### src/verilog/swt_regs.vh
`ifndef SWT_REGS_VH
`define SWT_REGS_VH

// Register offsets on the 8-bit register port.
`define SWT_ADDR_PORT_A 3'h0
`define SWT_ADDR_KBD_SC 3'h1
`define SWT_ADDR_KBD_IE 3'h2
`define SWT_ADDR_CFG1 3'h3
`define SWT_ADDR_INT_STAT 3'h4
`define SWT_ADDR_INT_MASK 3'h5

// Port A data register fields.
`define SWT_PA_LATCH_BIT 6
`define SWT_PA_DATA_MSB 5

// Keyboard status and control register fields.
`define SWT_SC_PEND_BIT 3
`define SWT_SC_ACK_BIT 2
`define SWT_SC_MASK_BIT 1

// Keyboard interrupt enable register fields.
`define SWT_IE_WAKE_BIT 6
`define SWT_IE_PIN_MSB 5

// Configuration register one fields.
`define SWT_CFG_PSEL_BIT 0

// Interrupt status and mask fields.
`define SWT_INT_OVF_BIT 0
`define SWT_INT_WAKE_BIT 1
`define SWT_INT_MSB 1

// Reset values.
`define SWT_RST_PA_DATA 6'h00
`define SWT_RST_KBD_MASK 1'b0
`define SWT_RST_KBD_IE 7'h00
`define SWT_RST_CFG1 1'b0
`define SWT_RST_INT 2'h0

// Timing: system clock, wakeup oscillator period and the two wakeup periods.
`define SWT_CLK_NS 40
`define SWT_RC_PERIOD_NS 1000
`define SWT_LONG_MS 650
`define SWT_SHORT_MS 16
// Sized so they meet their 8 and 24 bit users without truncation: 1000/40, 650 ms and 16 ms.
`define SWT_RC_DIV 8'h19
`define SWT_LONG_TICKS 24'h09eb10
`define SWT_SHORT_TICKS 24'h003e80

`endif

### src/verilog/swt_rc_counter.v
`timescale 1ns/1ps
module swt_rc_counter #(
  parameter [7:0] RC_DIV = 8'h19,
  parameter [23:0] LONG_TICKS = 24'h09eb10,
  parameter [23:0] SHORT_TICKS = 24'h003e80
) (
  // Clock and reset
  input wire clk,
  input wire rst_n,
  // Control
  input wire runEnable,
  input wire periodSelect,
  // Result
  output reg overflowPulse
);

  reg [7:0] divCount_reg;
  reg [23:0] tickCount_reg;
  wire rcTick;
  wire [23:0] limit;

  // The dedicated oscillator is stood in for by a tick divider that only runs while enabled.
  assign rcTick = (divCount_reg == RC_DIV - 8'h01);
  assign limit = periodSelect ? SHORT_TICKS : LONG_TICKS;

  always @(posedge clk)
  begin
    if (!rst_n || !runEnable)
    begin
      // Held at zero outside stop so every stop period is timed from its start.
      divCount_reg <= 8'h00;
      tickCount_reg <= 24'h000000;
      overflowPulse <= 1'b0;
    end
    else
    begin
      overflowPulse <= 1'b0;
      if (rcTick)
      begin
        divCount_reg <= 8'h00;
        if (tickCount_reg == limit - 24'h000001)
        begin
          tickCount_reg <= 24'h000000;
          overflowPulse <= 1'b1;
        end
        else
        begin
          tickCount_reg <= tickCount_reg + 24'h000001;
        end
      end
      else
      begin
        divCount_reg <= divCount_reg + 8'h01;
      end
    end
  end

endmodule // swt_rc_counter

### src/verilog/swt_wakeup_timer.v
// What this block does
// - Internal periodic wakeups act as keyboard interrupts.
// - Request latches when input high and enabled.
// - Latch reads at port A bit six only.
// - Stop entry starts dedicated oscillator and counter.
// - Counter overflow latches request to keyboard logic.
// - Service only if enabled; keyboard vector shared.
// - One bit selects long or short period.
// - Acknowledge write or reset clears the latch.
// - Latch readback ignores the enable bit.
// - Oscillator and counters idle during run.
// - Wait mode produces no wakeup requests.
// - Counters restart from zero each stop entry.
// - Stop exit only while keyboard mask cleared.
//
// Added by the designer: the register addresses and the address-and-strobe port.
`timescale 1ns/1ps
`include "swt_regs.vh"
module swt_wakeup_timer #(
  parameter [23:0] LONG_TICKS = `SWT_LONG_TICKS,
  parameter [23:0] SHORT_TICKS = `SWT_SHORT_TICKS
) (
  // Clock and reset
  input wire clk,
  input wire rst_n,
  // Register port
  input wire [2:0] regAddr,
  input wire [7:0] regWdata,
  input wire regWrite,
  input wire regRead,
  output reg [7:0] regRdata,
  // Power mode state from the CPU
  input wire stopMode,
  input wire waitMode,
  // Keyboard interrupt path
  output reg kbdIrqReq,
  output reg stopWake,
  output reg rcOscEnable,
  // Interrupt output
  output reg irq
);

  localparam [7:0] RC_DIV = `SWT_RC_DIV;

  reg [`SWT_PA_DATA_MSB:0] portAData_reg;
  reg kbdIrqMask_reg;
  reg [6:0] kbdIrqEnable_reg;
  reg periodSelect_reg;
  reg [`SWT_INT_MSB:0] intStat_reg;
  reg [`SWT_INT_MSB:0] intStat_next;
  reg [`SWT_INT_MSB:0] intMask_reg;
  reg wakeupLatch_reg;
  reg wakeupLatch_next;
  reg stopWakeDone_reg;
  reg [7:0] rdata_next;

  wire wakeupIrqEnable;
  wire timerRun;
  wire wakeupRequestIn;
  wire wrPortA;
  wire wrKbdSc;
  wire wrKbdIe;
  wire wrCfg1;
  wire wrIntStat;
  wire wrIntMask;
  wire ackWrite;
  wire pending;
  wire wakeEvent;

  assign wakeupIrqEnable = kbdIrqEnable_reg[`SWT_IE_WAKE_BIT];

  // The timer runs only in stop with the wakeup enabled; wait mode never starts it.
  assign timerRun = stopMode && !waitMode && wakeupIrqEnable;

  swt_rc_counter #(
    .RC_DIV(RC_DIV),
    .LONG_TICKS(LONG_TICKS),
    .SHORT_TICKS(SHORT_TICKS)
  ) u_counter (
    .clk(clk),
    .rst_n(rst_n),
    .runEnable(timerRun),
    .periodSelect(periodSelect_reg),
    .overflowPulse(wakeupRequestIn)
  );

  assign wrPortA = regWrite && (regAddr == `SWT_ADDR_PORT_A);
  assign wrKbdSc = regWrite && (regAddr == `SWT_ADDR_KBD_SC);
  assign wrKbdIe = regWrite && (regAddr == `SWT_ADDR_KBD_IE);
  assign wrCfg1 = regWrite && (regAddr == `SWT_ADDR_CFG1);
  assign wrIntStat = regWrite && (regAddr == `SWT_ADDR_INT_STAT);
  assign wrIntMask = regWrite && (regAddr == `SWT_ADDR_INT_MASK);
  assign ackWrite = wrKbdSc && regWdata[`SWT_SC_ACK_BIT];

  // Wakeup latch: a new request in the same cycle as the acknowledge wins.
  always @*
  begin
    wakeupLatch_next = wakeupLatch_reg;
    if (ackWrite)
    begin
      wakeupLatch_next = 1'b0;
    end
    if (wakeupRequestIn && wakeupIrqEnable)
    begin
      wakeupLatch_next = 1'b1;
    end
  end

  // A latched request is only a keyboard interrupt while enabled.
  assign pending = wakeupLatch_reg && wakeupIrqEnable;

  // Stop exit is gated by the keyboard mask.
  assign wakeEvent = pending && !kbdIrqMask_reg && stopMode && !stopWakeDone_reg;

  always @*
  begin
    intStat_next = intStat_reg;
    if (wrIntStat)
    begin
      intStat_next = intStat_reg & ~regWdata[`SWT_INT_MSB:0];
    end
    if (wakeupRequestIn)
    begin
      intStat_next[`SWT_INT_OVF_BIT] = 1'b1;
    end
    if (wakeEvent)
    begin
      intStat_next[`SWT_INT_WAKE_BIT] = 1'b1;
    end
  end

  // Read mux; unmapped offsets read as zero.
  always @*
  begin
    rdata_next = 8'h00;
    if (regAddr == `SWT_ADDR_PORT_A)
    begin
      rdata_next[`SWT_PA_DATA_MSB:0] = portAData_reg;
      // Bit six is read only and shows the latch whatever the enable says.
      rdata_next[`SWT_PA_LATCH_BIT] = wakeupLatch_reg;
    end
    else if (regAddr == `SWT_ADDR_KBD_SC)
    begin
      rdata_next[`SWT_SC_PEND_BIT] = pending;
      rdata_next[`SWT_SC_MASK_BIT] = kbdIrqMask_reg;
    end
    else if (regAddr == `SWT_ADDR_KBD_IE)
    begin
      rdata_next[6:0] = kbdIrqEnable_reg;
    end
    else if (regAddr == `SWT_ADDR_CFG1)
    begin
      rdata_next[`SWT_CFG_PSEL_BIT] = periodSelect_reg;
    end
    else if (regAddr == `SWT_ADDR_INT_STAT)
    begin
      rdata_next[`SWT_INT_MSB:0] = intStat_reg;
    end
    else if (regAddr == `SWT_ADDR_INT_MASK)
    begin
      rdata_next[`SWT_INT_MSB:0] = intMask_reg;
    end
  end

  always @(posedge clk)
  begin
    if (!rst_n)
    begin
      portAData_reg <= `SWT_RST_PA_DATA;
      kbdIrqMask_reg <= `SWT_RST_KBD_MASK;
      kbdIrqEnable_reg <= `SWT_RST_KBD_IE;
      periodSelect_reg <= `SWT_RST_CFG1;
      intStat_reg <= `SWT_RST_INT;
      intMask_reg <= `SWT_RST_INT;
      wakeupLatch_reg <= 1'b0;
      stopWakeDone_reg <= 1'b0;
      regRdata <= 8'h00;
      kbdIrqReq <= 1'b0;
      stopWake <= 1'b0;
      rcOscEnable <= 1'b0;
      irq <= 1'b0;
    end
    else
    begin
      if (wrPortA)
      begin
        // Bit six has no storage behind it; only the pin data bits are kept.
        portAData_reg <= regWdata[`SWT_PA_DATA_MSB:0];
      end
      if (wrKbdSc)
      begin
        kbdIrqMask_reg <= regWdata[`SWT_SC_MASK_BIT];
      end
      if (wrKbdIe)
      begin
        kbdIrqEnable_reg <= regWdata[6:0];
      end
      if (wrCfg1)
      begin
        periodSelect_reg <= regWdata[`SWT_CFG_PSEL_BIT];
      end
      if (wrIntMask)
      begin
        intMask_reg <= regWdata[`SWT_INT_MSB:0];
      end
      intStat_reg <= intStat_next;
      wakeupLatch_reg <= wakeupLatch_next;
      // One stop exit pulse per stop period; rearmed when stop ends.
      if (!stopMode)
      begin
        stopWakeDone_reg <= 1'b0;
      end
      else if (wakeEvent)
      begin
        stopWakeDone_reg <= 1'b1;
      end
      if (regRead)
      begin
        regRdata <= rdata_next;
      end
      else
      begin
        regRdata <= 8'h00;
      end
      kbdIrqReq <= wakeupLatch_next && wakeupIrqEnable && !kbdIrqMask_reg;
      stopWake <= wakeEvent;
      rcOscEnable <= timerRun;
      irq <= |(intStat_next & intMask_reg);
    end
  end

endmodule // swt_wakeup_timer

### config.mk
export PLATFORM = sky130hd
export DESIGN_NAME = swt_wakeup_timer
export DESIGN_NICKNAME = d
export VERILOG_FILES = /design/src/verilog/swt_rc_counter.v /design/src/verilog/swt_wakeup_timer.v
export VERILOG_INCLUDE_DIRS = /design/src /design/src/verilog
export SDC_FILE = /design/constraint.sdc
export NUM_CORES = 1
export LEC_CHECK = 0
export BUFFER_PORTS_ARGS = -buffer_cell sky130_fd_sc_hd__buf_2
export CORE_UTILIZATION = 40
export CTS_BUF_LIST = sky130_fd_sc_hd__clkbuf_8 sky130_fd_sc_hd__clkbuf_16
export CTS_CLUSTER_DIAMETER = 150
export DETAILED_ROUTE_END_ITERATION = 8
export HOLD_SLACK_MARGIN = 0.15
export PLACE_DENSITY = 0.65
export SYNTH_ARGS = -nofsm -noshare
export SYNTH_HDL_FRONTEND = slang
export SYNTH_SLANG_ARGS = --single-unit
### constraint.sdc
create_clock -name clk -period 2.35 [get_ports clk]
set_input_delay 0 -clock clk [delete_from_list [all_inputs] [get_ports clk]]
set_output_delay 0 -clock clk [all_outputs]
set_load 0.03 [all_outputs]
Word level (Yosys, flattened, before mapping)
Index checks and enable logic that the tools add are counted.
{"block": "classes", "n_eq_ne": 7, "muxes": 20, "bitwise_logic": 4, "addsub": 3, "n_reduce_logical": 28}
{"operator": "adder 24 x 1 -> 24 bit (second input constant)", "count": 1}
{"operator": "== test 24 bit", "count": 1}
{"operator": "2-to-1 mux 24 bit", "count": 1}
{"operator": "subtractor 24 x 1 -> 24 bit (second input constant)", "count": 1}
{"operator": "2-to-1 mux 20 bit", "count": 1}
{"operator": "logical AND 1 bit", "count": 16}
{"operator": "2-to-1 mux 1 bit", "count": 11}
{"operator": "adder 8 x 1 -> 8 bit (second input constant)", "count": 1}
{"operator": "== test 8 x 5 -> 1 bit (second input constant)", "count": 1}
{"operator": "2-to-1 mux 2 bit", "count": 4}
{"operator": "2-to-1 mux 7 bit", "count": 1}
{"operator": "== test 3 x 2 -> 1 bit (second input constant)", "count": 2}
{"operator": "== test 3 bit (second input constant)", "count": 2}
{"operator": "OR reduction 2 bit", "count": 3}
{"operator": "zero test 1 bit", "count": 5}
{"operator": "2-to-1 mux 5 bit", "count": 1}
{"operator": "bitwise AND 2 bit", "count": 2}
{"operator": "AND reduction 2 bit", "count": 2}
{"operator": "== test 3 x 1 -> 1 bit (second input constant)", "count": 1}
{"operator": "zero test 3 bit", "count": 1}
{"operator": "2-to-1 mux 3 bit", "count": 1}
{"operator": "inverter 2 bit", "count": 1}
{"operator": "logical OR 1 bit", "count": 1}
{"operator": "inverter 1 bit", "count": 1}
{"block": "totals", "in_bits": 17, "wordCells": 79, "reg_bits": 66}

Longest topological paths before layout
Gate-level depths: netlist (run 1).
{"block": "depth", "depth_word": 7, "ltp_mapped": 8, "ltp_nobuf": 7}

Hierarchy
A second synthesis (run 1) with hierarchy kept.
{"block": "hier_totals", "cells_unflattened": 319, "hier_area_um2": 3034.2}
{"mod": "swt_rc_counter", "instances": 1, "cells_each": 187, "area_per_inst_um2": 1639.1, "seq_area_each_um2": 660.6}
{"mod": "swt_wakeup_timer", "instances": 1, "cells_each": 132, "area_per_inst_um2": 1395.1, "seq_area_each_um2": 640.6}

Worst setup path after synthesis (run 1)
No wires, ideal clock.
{"block": "synth_path", "path_type": "flip-flop to flip-flop", "from": "register u_counter.tickCount_reg[4]", "to": "register u_counter.tickCount_reg[23]", "stages_incl_launch_ff": 9, "setup_time_ns": 0.115, "slack_ns": 0.463, "t_arrival_ns": 1.772, "cell_sequence": "dfxtp_1 > buf_4 > nand2_1 > or4_1 > a221o_1 > buf_6 > o21ai_4 > buf_6 > nor2_1"}
{"block": "synth_between", "elab_chain_cells": 2, "elab_cells_between_ends": 3, "classes_between": "add/sub: 1; eq/ne: 1; mux: 1"}
{"item": "from (decl)", "line": "swt_rc_counter.v:18", "rtl": "reg [23:0] tickCount_reg;"}
{"item": "from (signal assigned)", "line": "swt_rc_counter.v:48", "rtl": "tickCount_reg <= tickCount_reg + 24'h000001;"}
{"item": "adder 24 x 1 -> 24 bit or == test 24 bit (tied branches)", "line": "swt_rc_counter.v:48, swt_rc_counter.v:41"}
{"item": "2-to-1 mux 24 bit *", "line": "swt_rc_counter.v:41", "rtl": "if (tickCount_reg == limit - 24'h000001)"}
Mark *: on every way between the ends. The rest lies on a longest branch, timed or not.
A chain may end at the register's enable or synchronous reset.

Worst setup path after layout (run 1)
{"block": "layout_path", "from": "input regAddr[0]", "to": "register kbdIrqEnable_reg[6]"}
{"block": "layout_between", "elab_chain_cells": 2}
{"item": "from (decl)", "line": "swt_wakeup_timer.v:27", "rtl": "input wire [2:0] regAddr,"}
{"item": "== test 3 x 2 -> 1 bit (no line)"}
{"item": "logical AND 1 bit", "line": "swt_wakeup_timer.v:89", "rtl": "assign wrKbdIe = regWrite && (regAddr == `SWT_ADDR_KBD_IE);"}
{"item": "to (signal assigned)", "line": "swt_wakeup_timer.v:171", "rtl": "kbdIrqEnable_reg <= `SWT_RST_KBD_IE;"}
{"item": "to (signal assigned)", "line": "swt_wakeup_timer.v:196", "rtl": "kbdIrqEnable_reg <= regWdata[6:0];"}
{"item": "to (decl)", "line": "swt_wakeup_timer.v:47", "rtl": "reg [6:0] kbdIrqEnable_reg;"}
Every way passes these cells.

==> results.json, run 1 <==
{
  "std_cell_rows": 30,
  "drc": 0,
  "grt_overflow": 0,
  "drive_gt1_share_pct": 14.2,
  "post_synth_instance_area_mm2": 0.00290,
  "synth_top_area_share_pct": 44.8,
  "setup_viol": 0,
  "hp-class": "input port to flip-flop",
  "grt_usage_pct": 17.1,
  "vias": 2348,
  "syn2layout_area_growth_pct": 19.8,
  "viasPerCell": 5.01,
  "layout.nets": 388,
  "yosys_warnings": 0,
  "portBuffers": 26,
  "grt_pass1_vias": 2177,
  "htreeDepth": 3,
  "synth_top_area_cell": "dfxtp_1",
  "num_io_pins": 29,
  "required_ns": 2.58,
  "die_h_um": 87.2,
  "first_iter_violations": 118,
  "hold_viol": 0,
  "clk_latency_ns": 0.34,
  "slew_headroom_pct": 55.9,
  "cts-root-buf": "clkbuf_8",
  "cts-buffers-inserted": 9,
  "cts.repair.resized": 0,
  "synth_top_cells_by_area": "dfxtp_1 (45%), mux2i_1 (6.9%), nor2_1 (5.2%), nor2b_1 (4.5%), xnor2_1 (3.6%)",
  "post_cts_buffers": 0,
  "synth_cells": 319,
  "crit_fanout": 14,
  "synthArstFlopShare_pct": 0,
  "antenna_found_initial": 0,
  "synth.avg_cell_area_um2": 9.10,
  "largest_register_ffs": 24,
  "n_antenna_cell": 0,
  "wire_per_inst_um": 12.7,
  "slew_violations": 0,
  "fin_hold_ws_ns": 0.471,
  "maxClockFrequency_mhz": 476,
  "run_status": "finished clean",
  "routabilityCongestion": 0.778,
  "clock-sinks": 65,
  "cts_buffer_depth": 2,
  "core_mm2": 0.00691,
  "ys_top_cells_by_count": "dfxtp_1 (65), nor2_1 (40), nand2_1 (27), nor2b_1 (21)",
  "startpoint_type": "input port",
  "post-synth-top-count-cell": "dfxtp_1",
  "crit-reg2reg-launch": "u_counter.tickCount_reg[4]",
  "critical_path_arrival_ns": 2.33,
  "drt_pre_antenna_iters": 4,
  "final_core_util_pct": 50.4,
  "grt_max_degree": 25,
  "initial_core_util_pct": 42.0,
  "clkTransAtPathRegs_ns": 0.08,
  "final_antenna_net_count": 0,
  "p_per_area_mw_per_mm2": 588,
  "fin_crit_sh_pct": 89.3,
  "die_w_um": 87.2,
  "min_from": "regWdata[5]",
  "place_area_mm2": 0.00313,
  "place_hpwl_um": 3950,
  "rsz0062_at_grt": "false",
  "cts_tree": "done",
  "fin_worst_skew_ns": 0.0113,
  "synth-seq-area-share_pct": 44.8,
  "synth_edf_count": 0,
  "synth-main-ff-cell": "dfxtp_1",
  "tns_ns": 0,
  "endpoint_kind": "flip-flop",
  "worst_pin_slew_ns": 0.658,
  "ys_types": 51,
  "grt_pass1_wl_um": 9920,
  "peakVddDrop_uv": 223,
  "synth-seq-cells": 65,
  "routed_wl_um": 5970,
  "criticalPathCategory": "input port to flip-flop",
  "maxCapViolCount": 0,
  "ctsHoldBuffers": 18,
  "stdcell_area_mm2": 0.00348,
  "dieArea_mm2": 0.00760,
  "synth_fp_nets": 339,
  "period_minus_slack_ns": 2.10,
  "power.static_leakage_nw": 1.21,
  "cp-startpoint": "regAddr[0]"
}
-- logic make-up after synthesis --
kind of cell | Yosys count | synth area share (%)
muxes | 21 | 7.28
AOI/OAI and AO/OA | 29 | 7.20
and+or+nand+nor | 163 | 29.9
other | 1 | 0.129
xor gates and xnor gates | 22 | 6.64
adders and majority gates | 3 | 1.29
DFF | 65 | 44.8
buffers and inverters | 15 | 2.71
-- area by class of cell --
class / count / area [µm²]
multi-input combinational: 239 / 1520
tap: 96 / 120
fill: 701 / 3430
inverter: 4 / 15.0
clock inverter: 7 / 47.5
timing repair buffer: 49 / 348
sequential: 65 / 1300
clock buffer: 9 / 124
-- path summary, 6_finish.rpt --
path / to / slack [ns] / depth (start not counted)
setup / recovery: kbdIrqEnable_reg[6] / 0.25 / 8
hold / removal: portAData_reg[5] / 0.47 / 4
setup reg to reg: u_counter.tickCount_reg[17] / 0.27 / 5
hold reg to reg: stopWakeDone_reg / 0.48 / 2
-- per-stage QoR --
stage	total power [mW]	cells	setup slack [ns]
2_1_floorplan	1.19	319	0.463
3_5_place_dp	1.21	435	0.282
3_3_place_gp	1.21	435	0.329
5_1_grt	2.12	469	0.153
4_1_cts	2.07	469	0.263
6_report	2.05	469	0.251
-- cell usage in the layout, fill, tap and decap left out, types with 2 or more instances in the layout --
cell type / synthesis / layout
a21boi_0: 2 / 2
a21oi_1: 6 / 6
a22oi_1: 6 / 6
a31oi_1: 3 / 3
and2_1: 2 / 2
and3_1: 6 / 6
and4_1: 2 / 2
buf_2: 0 / 26
buf_4: 2 / 5
clkbuf_8: 0 / 9
clkinv_2: 0 / 2
clkinv_4: 0 / 2
dfxtp_1: 65 / 65
dlygate4sd3_1: 0 / 18
ha_1: 3 / 3
inv_1: 4 / 5
mux2i_1: 20 / 20
nand2_1: 27 / 27
nand2b_1: 3 / 3
nand3_1: 20 / 20
nand4_1: 9 / 9
nand4b_1: 2 / 2
nor2_1: 40 / 40
nor2b_1: 21 / 21
nor3_1: 8 / 8
nor3b_1: 4 / 4
nor4_1: 5 / 5
o21a_1: 2 / 2
o21ai_0: 2 / 2
or3_1: 2 / 2
or4_1: 2 / 2
xnor2_1: 12 / 12
xor2_1: 10 / 10
-- metal layers --
layer	vias up	wire length [µm]	track usage, %
met5	-	0	0
met4	0	92	9.39
met3	9	131	3.41
met2	25	2690	26.5
met1	1095	3060	22.3
li1	1219	-	-
-- worst max-delay path, cell delays in order --
cell and delay [ns]:
dlygate4sd3_1 0.54, buf_2 0.21, nand2b_1 0.21, nor2_1 0.35, buf_4 0.24, mux2i_1 0.19, nor2b_1 0.05, dlygate4sd3_1 0.54
-- report_power, final --
part	total, mW	switching [mW]	leakage [nW]	internal (mW)
Clock	0.835	0.453	0.0908	0.382
Sequential	1.11	0.00483	0.524	1.11
Combinational	0.0979	0.0477	0.595	0.0501
Total	2.05	0.505	1.21	1.54
No activity file was read; power rests on OpenSTA's default activity.
==> inputs of run 2 (changes only) <==
- PLACE_DENSITY: 0.65 -> 0.6
==> results.json, run 2 (synthesis results as in run 1) <==
{
  "grt_usage_pct": 17.0,
  "largest_register_ffs": 24,
  "hold_viol": 0,
  "layout_commonest_cell": "dfxtp_1",
  "cp_num_buf_inv": 3,
  "grt_max_degree": 25,
  "crit_fanout": 14,
  "p_per_area_mw_per_mm2": 611,
  "maxClockFrequency_mhz": 467,
  "slew_headroom_pct": 52.9,
  "critical_path_arrival_ns": 2.38,
  "portBuffers": 26,
  "antenna_found_initial": 0,
  "fin_crit_sh_pct": 91.1,
  "maxCapViolCount": 0,
  "startpoint_type": "input port",
  "std_cell_rows": 30,
  "cp_top_family": "buffers and inverters",
  "period_minus_slack_ns": 2.14,
  "dp_slack_ns": 0.355,
  "clock-sinks": 65,
  "r2r_end": "u_counter.tickCount_reg[21]",
  "initial_core_util_pct": 42.0,
  "drive_gt1_share_pct": 14.5,
  "vias": 2338,
  "finalWorstSetupSlack_ns": 0.210,
  "layout.nets": 388,
  "htreeDepth": 3,
  "n_antenna_cell": 0,
  "cp.depth": 7,
  "grt_overflow": 0,
  "post_cts_buffers": 0,
  "setup_viol": 0,
  "power.total_mw": 2.14,
  "slew_violations": 0,
  "cp_slowest_cell": "nor3_2",
  "r2r_cells": 5,
  "finalNonFillerCells": 469,
  "criticalPathCategory": "input port to flip-flop",
  "place_area_mm2": 0.00313,
  "critPathMaxStageDelay_ns": 0.55,
  "cts-buffers-inserted": 9,
  "die_h_um": 87.2,
  "fin_hold_ws_ns": 0.464,
  "numPlacedInstances": 436,
  "clk_latency_ns": 0.34,
  "num_io_pins": 29,
  "power.static_leakage_nw": 1.22,
  "crit_top_cell": "dlygate4sd3_1",
  "first_iter_violations": 119,
  "fin_worst_skew_ns": 0.00920,
  "final_core_util_pct": 50.7,
  "peakVddDrop_uv": 294,
  "syn2layout_area_growth_pct": 20.6,
  "grt_pass1_wl_um": 9980,
  "clkTransAtPathRegs_ns": 0.07,
  "core_mm2": 0.00691,
  "crit-reg2reg-launch": "u_counter.tickCount_reg[5]",
  "endpoint_kind": "flip-flop",
  "viasPerCell": 4.99,
  "cp-startpoint": "regAddr[0]",
  "wire_per_inst_um": 12.5,
  "run_status": "finished clean",
  "routabilityCongestion": 0.782,
  "final_cell_mix": "dfxtp_1 (65), nor2_1 (40), nand2_1 (27)",
  "final_antenna_net_count": 0,
  "cts-root-buf": "clkbuf_8",
  "hp-class": "input port to flip-flop",
  "drc": 0,
  "die_w_um": 87.2,
  "reg2reg_slack_ns": 0.36,
  "routed_wl_um": 5860,
  "place_hpwl_um": 4040,
  "required_ns": 2.59,
  "rsz0062_at_grt": "false",
  "crit_path_end": "portAData_reg[5]",
  "worst_pin_slew_ns": 0.702,
  "path_cells": "dlygate4sd3_1 -> buf_2 -> nand2b_1 -> nor3_2 -> mux2i_1 -> nor2b_1 -> dlygate4sd3_1",
  "drt_pre_antenna_iters": 4,
  "tns_ns": 0,
  "stdcell_area_mm2": 0.00350,
  "cts_buffer_depth": 2,
  "cts_tree": "done",
  "dieArea_mm2": 0.00760,
  "grt_pass1_vias": 2163
}
-- run 2: changes by cell type in the layout (fill, tap and decap cells not counted) --
cell           delta
dlygate4sd3_1     -1
buf_4             +1
inv_6             -1
bufinv_16         +1
clkbuf_8          +1
clkinvlp_4        +1
clkinv_4          -2
-- run 2: layout make-up --
cell class | count | area [µm²]
fill | 662 | 3410
multi-input combinational | 239 | 1520
sequential | 65 | 1300
timing repair buffer | 49 | 345
clock buffer | 10 | 138
tap | 96 | 120
clock inverter | 6 | 58.8
inverter | 4 | 15.0
-- run 2: worst min-delay path by stage --
stage	from	end	slack, ns	cells after the start
finish	regWdata[4]	kbdIrqEnable_reg[4]	0.46	4
global placement	stopMode	stopWakeDone_reg	0.25	3
CTS	regWdata[5]	kbdIrqEnable_reg[5]	0.45	4
floorplan	stopMode	stopWakeDone_reg	0.12	2
global route	regWdata[6]	kbdIrqEnable_reg[6]	0.48	4
detailed placement	stopMode	stopWakeDone_reg	0.26	3
-- run 2: what timing repair did --
item,4_1_cts,5_1_grt
hold endpoints to repair,40,0
hold buffers,17,0
gates resized for setup,0,0
-- run 2: power breakdown --
part / switching (mW) / internal (mW) / total [mW]
clock: 0.419 / 0.511 / 0.930
combinational: 0.0472 / 0.0497 / 0.0969
sequential: 0.00470 / 1.11 / 1.11
-- run 2: worst min-delay path: stages --
cell           delay [ns]
dlygate4sd3_1        0.52
buf_2                0.11
mux2i_1              0.06
nor2b_1              0.09
-- run 2: metal layers --
metal | GRT usage [%] | vias up | routed length [µm]
li1 | - | 1216 | -
met3 | 4.93 | 9 | 240
met5 | 0 | - | 0
met2 | 25.4 | 38 | 2590
met1 | 23.3 | 1075 | 2980
met4 | 6.26 | 0 | 54
